[config.mk]
export PLATFORM = sky130hd
export DESIGN_NAME = lsr_lane_steer
export DESIGN_NICKNAME = d
export VERILOG_FILES = /design/src/lsr_pkg.sv /design/src/lsr_lane_steer.sv
export SDC_FILE = /design/constraint.sdc
export NUM_CORES = 1
export LEC_CHECK = 0
export BUFFER_PORTS_ARGS = -buffer_cell sky130_fd_sc_hd__buf_4
export CORE_MARGIN = 3
export CORE_UTILIZATION = 39
export CTS_CLUSTER_SIZE = 8
export DETAILED_ROUTE_END_ITERATION = 8
export PLACE_DENSITY = 0.72
export SLEW_MARGIN = 10
export SYNTH_ARGS = -nofsm -noshare
export SYNTH_HDL_FRONTEND = slang
export SYNTH_SLANG_ARGS = --single-unit
[constraint.sdc]
create_clock -name core_clk -period 8.46 [get_ports core_clk]
set_clock_uncertainty 0.1 [all_clocks]
set_input_delay 0.846 -clock core_clk [delete_from_list [all_inputs] [get_ports core_clk]]
set_output_delay 0.846 -clock core_clk [all_outputs]
set_load 0.01 [all_outputs]
[src/lsr_pkg.sv]
// package: types and constants for the little-endian lane steering block
// ****************************************************************************
// ****************************************************************************
package lsr_pkg;

   localparam int unsigned LSR_LANES    = 4;
   localparam logic [3:0]  LSR_STB_NONE = 4'h0;
   localparam logic [3:0]  LSR_STB_ALL  = 4'hF;
   localparam logic [2:0]  LSR_IDX_RST  = 3'h0;

   typedef enum logic [1:0] {LSR_BYTE = 2'h0, LSR_WORD = 2'h1,
                             LSR_LONG = 2'h2, LSR_QUAD = 2'h3} lsr_size_e;
   typedef enum logic [1:0] {LSR_W8 = 2'h0, LSR_W16 = 2'h1, LSR_W32 = 2'h2} lsr_width_e;
   typedef enum logic [1:0] {LSR_SRAM = 2'h0, LSR_DRAM = 2'h1, LSR_SDRAM = 2'h2} lsr_iface_e;
   typedef enum logic [1:0] {LSR_IDLE = 2'h0, LSR_BUSY = 2'h1, LSR_RESP = 2'h3} lsr_st_e;

   typedef struct packed {
      logic        write;
      lsr_size_e   size;
      lsr_width_e  width;
      lsr_iface_e  iface;
      logic [31:0] addr;
      logic [63:0] wdata;
   } lsr_req_s;

   typedef struct packed {
      logic [31:0] addr;
      logic [31:0] data;
      logic [3:0]  strobe;
      logic [1:0]  lane;
      logic [3:0]  mask;
      logic [2:0]  pos;
      logic        write;
   } lsr_beat_s;

   typedef struct packed {
      lsr_st_e     st;
      lsr_req_s    req;
      logic [2:0]  idx;
      logic [2:0]  last;
      logic [63:0] rdata;
      lsr_beat_s   beat;
   } lsr_state_s;

   localparam lsr_req_s   LSR_REQ_RST  = '{write: 1'b0, size: LSR_BYTE, width: LSR_W32,
                                          iface: LSR_SRAM, addr: 32'h0, wdata: 64'h0};
   localparam lsr_beat_s  LSR_BEAT_RST = '{addr: 32'h0, data: 32'h0, strobe: 4'h0,
                                          lane: 2'h0, mask: 4'h0, pos: 3'h0, write: 1'b0};
   localparam lsr_state_s LSR_STATE_RST = '{st: LSR_IDLE, req: LSR_REQ_RST,
                                           idx: 3'h0, last: 3'h0, rdata: 64'h0,
                                           beat: LSR_BEAT_RST};

endpackage : lsr_pkg

[src/lsr_lane_steer.sv]
// module: little-endian byte lane steering and beat splitting for the external bus
`timescale 1ns/1ps
module lsr_lane_steer (
   input  wire  logic                    core_clk,
   input  wire  logic                    rstn,
   input  wire  logic                    req_valid,
   output logic                          req_ready,
   input  wire  lsr_pkg::lsr_req_s       req,
   output logic                          beat_valid,
   input  wire  logic                    beat_ready,
   output lsr_pkg::lsr_beat_s            beat,
   input  wire  logic [31:0]             beat_rdata,
   output logic                          rsp_valid,
   input  wire  logic                    rsp_ready,
   output logic [63:0]                   rsp_rdata,
   output logic [3:0]                    write_enable_lane,
   output logic [3:0]                    column_strobe_lane,
   output logic [3:0]                    data_mask_lane
);
   import lsr_pkg::*;

   lsr_state_s s_reg;
   lsr_state_s s_next;
   lsr_beat_s  first_beat;
   lsr_beat_s  step_beat;
   logic [31:0] rd_lane;

   // ************************************************************************
   // beat construction
   // ************************************************************************
   function automatic logic [31:0] lsr_byte_mask(input logic [3:0] m);
      lsr_byte_mask = {{8{m[3]}}, {8{m[2]}}, {8{m[1]}}, {8{m[0]}}};
   endfunction : lsr_byte_mask

   function automatic lsr_beat_s lsr_make_beat(input lsr_req_s r, input logic [2:0] i);
      logic [1:0]  blog;
      logic [2:0]  pos;
      logic [31:0] a;
      logic [1:0]  ln;
      logic [3:0]  m;
      logic [63:0] ch;
      lsr_beat_s   b;
      // one beat carries the smaller of access size and device width
      blog = (r.size > r.width) ? r.width : r.size;
      pos  = 3'(i << blog);
      a    = r.addr + {29'h0, pos};
      case (r.width)
         LSR_W32: ln = a[1:0];
         LSR_W16: ln = {1'b0, a[0]};
         default: ln = 2'h0;
      endcase
      case (blog)
         2'h0:    m = 4'h1;
         2'h1:    m = 4'h3;
         default: m = LSR_STB_ALL;
      endcase
      ch       = r.wdata >> {pos, 3'h0};
      b.addr   = a;
      // unstrobed lanes are driven zero, and reads drive nothing
      b.data   = r.write ? ((ch[31:0] & lsr_byte_mask(m)) << {ln, 3'h0}) : 32'h0;
      b.strobe = 4'(m << ln);
      b.lane   = ln;
      b.mask   = m;
      b.pos    = pos;
      b.write  = r.write;
      lsr_make_beat = b;
   endfunction : lsr_make_beat

   function automatic logic [2:0] lsr_last_idx(input lsr_req_s r);
      logic [1:0] d;
      d = 2'(r.size - r.width);
      if (r.size > r.width) begin
         lsr_last_idx = 3'((4'h1 << d) - 4'h1);
      end else begin
         lsr_last_idx = LSR_IDX_RST;
      end
   endfunction : lsr_last_idx

   // ************************************************************************
   // sequencer
   // ************************************************************************
   always_comb begin
      s_next     = s_reg;
      first_beat = lsr_make_beat(req, LSR_IDX_RST);
      step_beat  = lsr_make_beat(s_reg.req, 3'(s_reg.idx + 3'h1));
      // only strobed lanes of the returned word count
      rd_lane    = (beat_rdata >> {s_reg.beat.lane, 3'h0}) & lsr_byte_mask(s_reg.beat.mask);
      case (s_reg.st)
         LSR_IDLE: begin
            if (req_valid) begin
               s_next.st    = LSR_BUSY;
               s_next.req   = req;
               s_next.idx   = LSR_IDX_RST;
               s_next.last  = lsr_last_idx(req);
               s_next.rdata = 64'h0;
               s_next.beat  = first_beat;
            end
         end
         LSR_BUSY: begin
            if (beat_ready) begin
               if (!s_reg.beat.write) begin
                  s_next.rdata = s_reg.rdata | ({32'h0, rd_lane} << {s_reg.beat.pos, 3'h0});
               end
               if (s_reg.idx == s_reg.last) begin
                  s_next.st = LSR_RESP;
               end else begin
                  // lower addresses and lower significance go first
                  s_next.idx  = 3'(s_reg.idx + 3'h1);
                  s_next.beat = step_beat;
               end
            end
         end
         LSR_RESP: begin
            if (rsp_ready) begin
               s_next.st = LSR_IDLE;
            end
         end
         default: begin
            s_next = LSR_STATE_RST;
         end
      endcase
   end

   always_ff @(posedge core_clk) begin
      if (!rstn) begin
         s_reg <= LSR_STATE_RST;
      end else begin
         s_reg <= s_next;
      end
   end

   // ************************************************************************
   // outputs
   // ************************************************************************
   assign req_ready  = (s_reg.st == LSR_IDLE);
   assign beat_valid = (s_reg.st == LSR_BUSY);
   assign beat       = s_reg.beat;
   assign rsp_valid  = (s_reg.st == LSR_RESP);
   assign rsp_rdata  = s_reg.rdata;

   // the same lane position feeds whichever strobe family the area uses
   genvar g;
   generate
      for (g = 0; g < LSR_LANES; g++) begin : g_lane
         logic on;
         assign on = beat_valid & s_reg.beat.strobe[g];
         assign write_enable_lane[g]  = on & s_reg.beat.write &
                                        (s_reg.req.iface == LSR_SRAM);
         assign column_strobe_lane[g] = on & (s_reg.req.iface == LSR_DRAM);
         assign data_mask_lane[g]     = on & (s_reg.req.iface == LSR_SDRAM);
      end
   endgenerate

   // ************************************************************************
   // beat budget per access
   // ************************************************************************
   // written out per port width rather than derived, so a wrong shift in the
   // sequencer's last index cannot agree with itself
   logic [3:0] exp_beats;

   always_comb begin
      exp_beats = 4'h1;
      case (s_reg.req.width)
         LSR_W32: begin
            if (s_reg.req.size == LSR_QUAD) begin
               exp_beats = 4'h2;
            end
         end
         LSR_W16: begin
            case (s_reg.req.size)
               LSR_LONG: exp_beats = 4'h2;
               LSR_QUAD: exp_beats = 4'h4;
               default:  exp_beats = 4'h1;
            endcase
         end
         default: begin
            case (s_reg.req.size)
               LSR_WORD: exp_beats = 4'h2;
               LSR_LONG: exp_beats = 4'h4;
               LSR_QUAD: exp_beats = 4'h8;
               default:  exp_beats = 4'h1;
            endcase
         end
      endcase
   end
endmodule : lsr_lane_steer

* Word level (Yosys, flattened, before mapping)
Cells that the tools add are included.
** Operators by class
- Add/sub/neg operators :: 5
- Order comparisons :: 2
- Eq/ne operators :: 17
- Shift-type cells :: 11
- Muxes and demuxes :: 23
- Bitwise operators :: 26
- Reductions and logical operators :: 9
** Operator list (count)
- one-hot mux 142 bit (3 select lines) :: 1
- two-way mux 253 bit :: 1
- one-hot mux 103 bit (2 select lines) :: 1
- two-way mux 142 bit :: 1
- right shift 64 x 6 -> 32 bit :: 2
- AND 32 bit :: 3
- two-way mux 78 bit :: 1
- adder 32 x 3 -> 32 bit :: 2
- two-way mux 32 bit :: 2
- two-way mux 64 bit :: 1
- OR 64 bit :: 1
- << shifter 32 x 5 -> 32 bit :: 2
- << shifter 32 x 6 -> 64 bit :: 1
- right shift 32 x 5 -> 32 bit :: 1
- AND 1 bit :: 20
- one-hot mux 4 bit (2 select lines) :: 2
- equality test 2 x 1 -> 1 bit, second input constant :: 6
- AND reduction 4 bit :: 3
- two-way mux 2 bit :: 5
- two-way mux 3 bit :: 3
- one-hot mux 3 bit (3 select lines) :: 1
- equality test 2 bit, second input constant :: 4
- zero test 2 bit :: 4
- one-hot mux 2 bit (2 select lines) :: 2
- 15 further kinds :: 23
** Word-level totals
- Bits in registers :: 253
- Input port bits :: 140
- Logic and storage cells :: 110

* Logic depth before layout (Yosys ltp)
- Depth after elaboration :: 10
- Mapped depth :: 17

* Worst setup path after synthesis
Ideal clock, no wire load.
- Path type :: reg2reg
- Start point :: reg s_reg[247] in the netlist's numbering
- End point :: reg s_reg (netlist bit beat[59])
- Data arrival time :: 3.337 ns
- Data required time :: 8.246 ns
- Setup slack :: 4.909 ns
- Stages on the path, launching flop included :: 17
- Buffers on the path :: 3
- Period minus slack after synthesis :: 3.551 ns
- Cells stage by stage :: dfxtp_1 inv_1 ha_1 nand2b_1 a22o_1 nor3_1 nor2b_1 buf_2 inv_2 buf_2 ha_1 and2_1 a221oi_2 buf_2 xor2_1 a21oi_1 a21o_1
** On the way
- Longest elaborated chain between the ends :: 7
** Ends and longest elaborated chain
- from (decl) :: RTL line lsr_lane_steer.sv:22 : lsr_state_s s_reg;
- from (signal assigned) :: RTL line lsr_lane_steer.sv:128 : s_reg <= s_next;
- > comparator 2 bit :: RTL line lsr_lane_steer.sv:44 : blog = (r.size > r.width) ? r.width : r.size;
- two-way mux 2 bit * :: RTL line lsr_lane_steer.sv:44
- << shifter 3 x 2 -> 3 bit * :: RTL line lsr_lane_steer.sv:45 : pos = 3'(i << blog);
- adder 32 x 3 -> 32 bit * :: RTL line lsr_lane_steer.sv:46 : a = r.addr + {29'h0, pos};
- two-way mux 78 bit * :: RTL line lsr_lane_steer.sv:104 : if (s_reg.idx == s_reg.last) begin
- two-way mux 142 bit * :: RTL line lsr_lane_steer.sv:100 : if (beat_ready) begin
- one-hot mux 142 bit (3 select lines) * :: RTL line lsr_lane_steer.sv:88 : case (s_reg.st)
Mark *: on every way between the ends. The rest lies on a longest branch, timed or not. The select of a mux whose other input is x is not followed.
A chain may end at the register's enable or synchronous reset.

* Final worst setup path
- Start point :: reg s_reg[247] in the netlist's numbering
- End point :: reg s_reg (netlist bit beat[44])
** On the way
- Longest elaborated chain between the ends :: 10
- Elaborated cells on any way between the ends :: 17
** Ends and longest elaborated chain
- > comparator 2 bit :: RTL line lsr_lane_steer.sv:44
- two-way mux 2 bit :: RTL line lsr_lane_steer.sv:44
- << shifter 3 x 2 -> 3 bit (tied with other cells) :: RTL line lsr_lane_steer.sv:45
- adder 32 x 3 -> 32 bit (tied with other cells) :: RTL line lsr_lane_steer.sv:46
- one-hot mux 2 bit (2 select lines) or AND 32 bit (tied branches) :: RTL line lsr_lane_steer.sv:47, lsr_lane_steer.sv:60
- << shifter 32 x 5 -> 32 bit * :: RTL line lsr_lane_steer.sv:60 : b.data = r.write ? ((ch[31:0] & lsr_byte_mask(m)) << {ln, 3'h0}) : 32'h0;
- two-way mux 32 bit * :: RTL line lsr_lane_steer.sv:60
- two-way mux 78 bit * :: RTL line lsr_lane_steer.sv:104
- two-way mux 142 bit * :: RTL line lsr_lane_steer.sv:100
- one-hot mux 142 bit (3 select lines) * :: RTL line lsr_lane_steer.sv:88
Marks and branches as above.

==> results.md <==
* Status: finished, final reports clean
* Synth area leaders: dfxtp_1 (33%), buf_4 (7.1%), a22o_1 (5.4%), a21oi_1 (4.7%), mux2i_1 (4.6%)
* CP arrival at 5.70 ns
* Peak supply drop at 0.126 mV
* Clock sinks at 252
* Post-CTS sizing at 0
* Terminus of the critical flop-to-flop path: beat[44]
* Max_cap viols at 0
* Largest net degree at the start of global routing at 108
* Root Buffer Master: clkbuf_16
* Fill count at 3751
* Critical path origin: s_reg[247]
* Worst Setup EP: beat[44]
* Worst path top cell family by delay: simple AND/OR/NAND/NOR gates
* HP Class: reg2reg
* Vias per Instance at 6.21
* DP HPWL at 43600 um
* Die Width at 203 um
* PwrDens at 200 mW/mm2
* Area of the core at 0.0379 mm2
* Cells on worst reg2reg path at 16
* Crit start category: flip-flop
* Met1 GRT Util at 0.358
* Initial antenna violation count at 3
* Unique cell type count in the Yosys netlist at 77
* Fmax at 185 MHz
* FF+latch count, synth at 252
* Fin crit period at 5.40 ns
* Maximum root-to-sink buffer count at 3
* CP dominant cell by count: nor2_1
* Final Hold Viols at 0
* WL final at 59600 um
* Buffer count from post-CTS setup fixing at 0
* Grt total ovfl at 0
* DR WL/cell at 24.2 um
* Synth area leader: dfxtp_1
* Syn nets at 2021
* Met3 GRT Util at 0.0612
* Worst setup path class: reg2reg
* Busiest grt layer: met2
* Setup TNS Final at 0 ns
* Main synth FF type: dfxtp_1
* Synthesis Warnings at 0
* # IOs at 297
* IO buf count at 296
* RSZ-0062 raised after global routing: no
* Hold Buf Count CTS at 0
* First-pass GRT wire length at 88900 um
* Total Routing Usage GR at 0.275
* CP required at 8.76 ns
* Die Height at 203 um
* Drt pass-1 iters at 6
* DR vias at 15300
* Slew Viols, Final at 0
* CTS H-tree depth at 2
* Register area share after synthesis at 0.333
* CP Capture Type: flip-flop
* Cell with the most instances after synthesis: dfxtp_1
* Mapped Cells at 1864
* Worst Path Buf+Inv at 1
* Layout cells sized above 1 at 0.215
* Maximum fanout along the worst path at 17
* Cts bufs inserted at 38
* Cell Chain, Critical Path: inv_1 -> ha_1 -> nand2b_1 -> a22oi_2 -> nand2_1 -> o21ai_2 -> nor2_1 -> nor2_1 -> ha_1 -> nand2_1 -> nor2_1 -> nor2_1 -> nand2_1 -> nor3_1 -> a211oi_1 -> o21ai_0
* Max reg flops at 111
* Initial detailed-routing violation count at 1776
* Reg clk slew, reported paths at 0.05 ns
* Pleak at 6.90 nW
* Crit share post-route at 0.638
* Final ANT Viol Nets at 0
* CTS tree: yes
* Row cnt at 71
* Syn avg cell area at 8.12 um2
* R2R Path Start: s_reg[247]
* Grt met2 use at 0.431
* Async set-reset flop share out of synthesis at 0
* Synth top area share at 0.333
* Post-synthesis cell area at 0.0151 mm2
* Relative slew slack at 0.191
* Non-filler cells, final at 2465
* Number of flops mapped to enable cells by yosys at 0
* Synth cell count leaders: dfxtp_1 (252), nand2_1 (162), a21oi_1 (143), buf_4 (143), nor2_1 (131)
* Vias in the first global route at 14500
* Initial core utilization at 0.399
* Flop2flop setup slack at 3.06 ns
* Largest stage delay, worst path at 0.76 ns
* Area grow syn2layout at 16.9%
* Placed cell count at 2417
* Number of setup violations in the final report at 0
* Tightest Pin Transition at 1.21 ns
* Latest clock arrival within the worst-skew pair at 0.54 ns
* Nets at 2103
* Slowest-stage cell, CP: a22oi_2
* Crit. path cell count at 16
* Die area at 0.0412 mm2
* RePlAce Congestion at 1.02
* DRC Markers at 0
## layer usage
metal  vias up  wire length (um)
met5         -                25
met4         4              3360
met3       204              6150
met2      1014             26200
met1      7169             23900
li1       6926                 -
## cell usage in the layout (no fill, tap or decap), types with 39 or more instances in the layout
cell type,instances
buf_4,323
dfxtp_1,252
nand2_1,161
a21oi_1,142
nor2_1,129
o21ai_0,115
a22o_1,93
mux2i_1,70
o22ai_1,42
clkbuf_16,39
## logic make-up (layout without fill, tap and decap cells)
| kind of cell | after synthesis | count (layout) | share of synthesized area |
|---|---|---|---|
| compound gates | 669 | 669 | 0.308 |
| simple gates | 498 | 498 | 0.154 |
| buf+inv | 314 | 403 | 0.115 |
| flops | 252 | 252 | 0.333 |
| mux | 90 | 90 | 0.0612 |
| xor+xnor | 24 | 24 | 0.0139 |
| fa+ha+maj | 17 | 17 | 0.0146 |
| other cells | 0 | 1 | 0 |
## cell type report
cell class / count / area (um2) / share of cell area
antenna: 1 / 2.50 / 0.000141
multi-input combinational: 1298 / 8370 / 0.473
timing repair buffer: 323 / 2420 / 0.137
clock inverter: 3 / 62.6 / 0.00354
clock buffer: 44 / 1020 / 0.0579
sequential: 252 / 5040 / 0.285
inverter: 33 / 124 / 0.00700
tap: 511 / 639 / 0.0361
## worst reg2reg max path: cells and delay by family, from the launching register on
kind | cells | cell delay [ns]
and+or+nand+nor | 9 | 2.34
adders and majority gates | 2 | 0.60
DFF | 1 | 0.39
buffers and inverters | 1 | 0.10
AOI/OAI and AO/OA | 4 | 1.72
## how the worst min path moves through the flow
stage | from | endpoint | depth (start not counted)
4_1_cts | rsp_rdata[25] | rsp_rdata[25] | 2
6_report | rsp_rdata[26] | rsp_rdata[26] | 2
3_5_place_dp | rsp_rdata[25] | rsp_rdata[25] | 2
3_3_place_gp | rsp_rdata[22] | rsp_rdata[22] | 2
5_1_grt | rsp_rdata[6] | rsp_rdata[6] | 2
2_1_floorplan | beat[14] | beat[14] | 2
## where the power goes
part	internal, mW	switching, mW
Combinational	0.296	0.497
Sequential	1.25	0.0767
Clock	0.874	0.543
Total	2.42	1.12
## metrics by stage
| step | setup slack [ns] | total power, mW | cell area (um2) | utilization | hold WS (ns) |
|---|---|---|---|---|---|
| after floorplan | 4.91 | 1.84 | 15100 | - | 0.326 |
| after global placement | 3.46 | 2.11 | 16600 | 0.438 | 0.350 |
| after detailed placement | 3.25 | 2.12 | 16600 | 0.438 | 0.364 |
| after CTS | 3.19 | 3.54 | 17700 | 0.466 | 0.375 |
| after global routing | 2.66 | 3.66 | 17700 | 0.466 | 0.400 |
| final | 3.06 | 3.54 | 17700 | 0.466 | 0.366 |
Power figures use the tool's default switching activity.
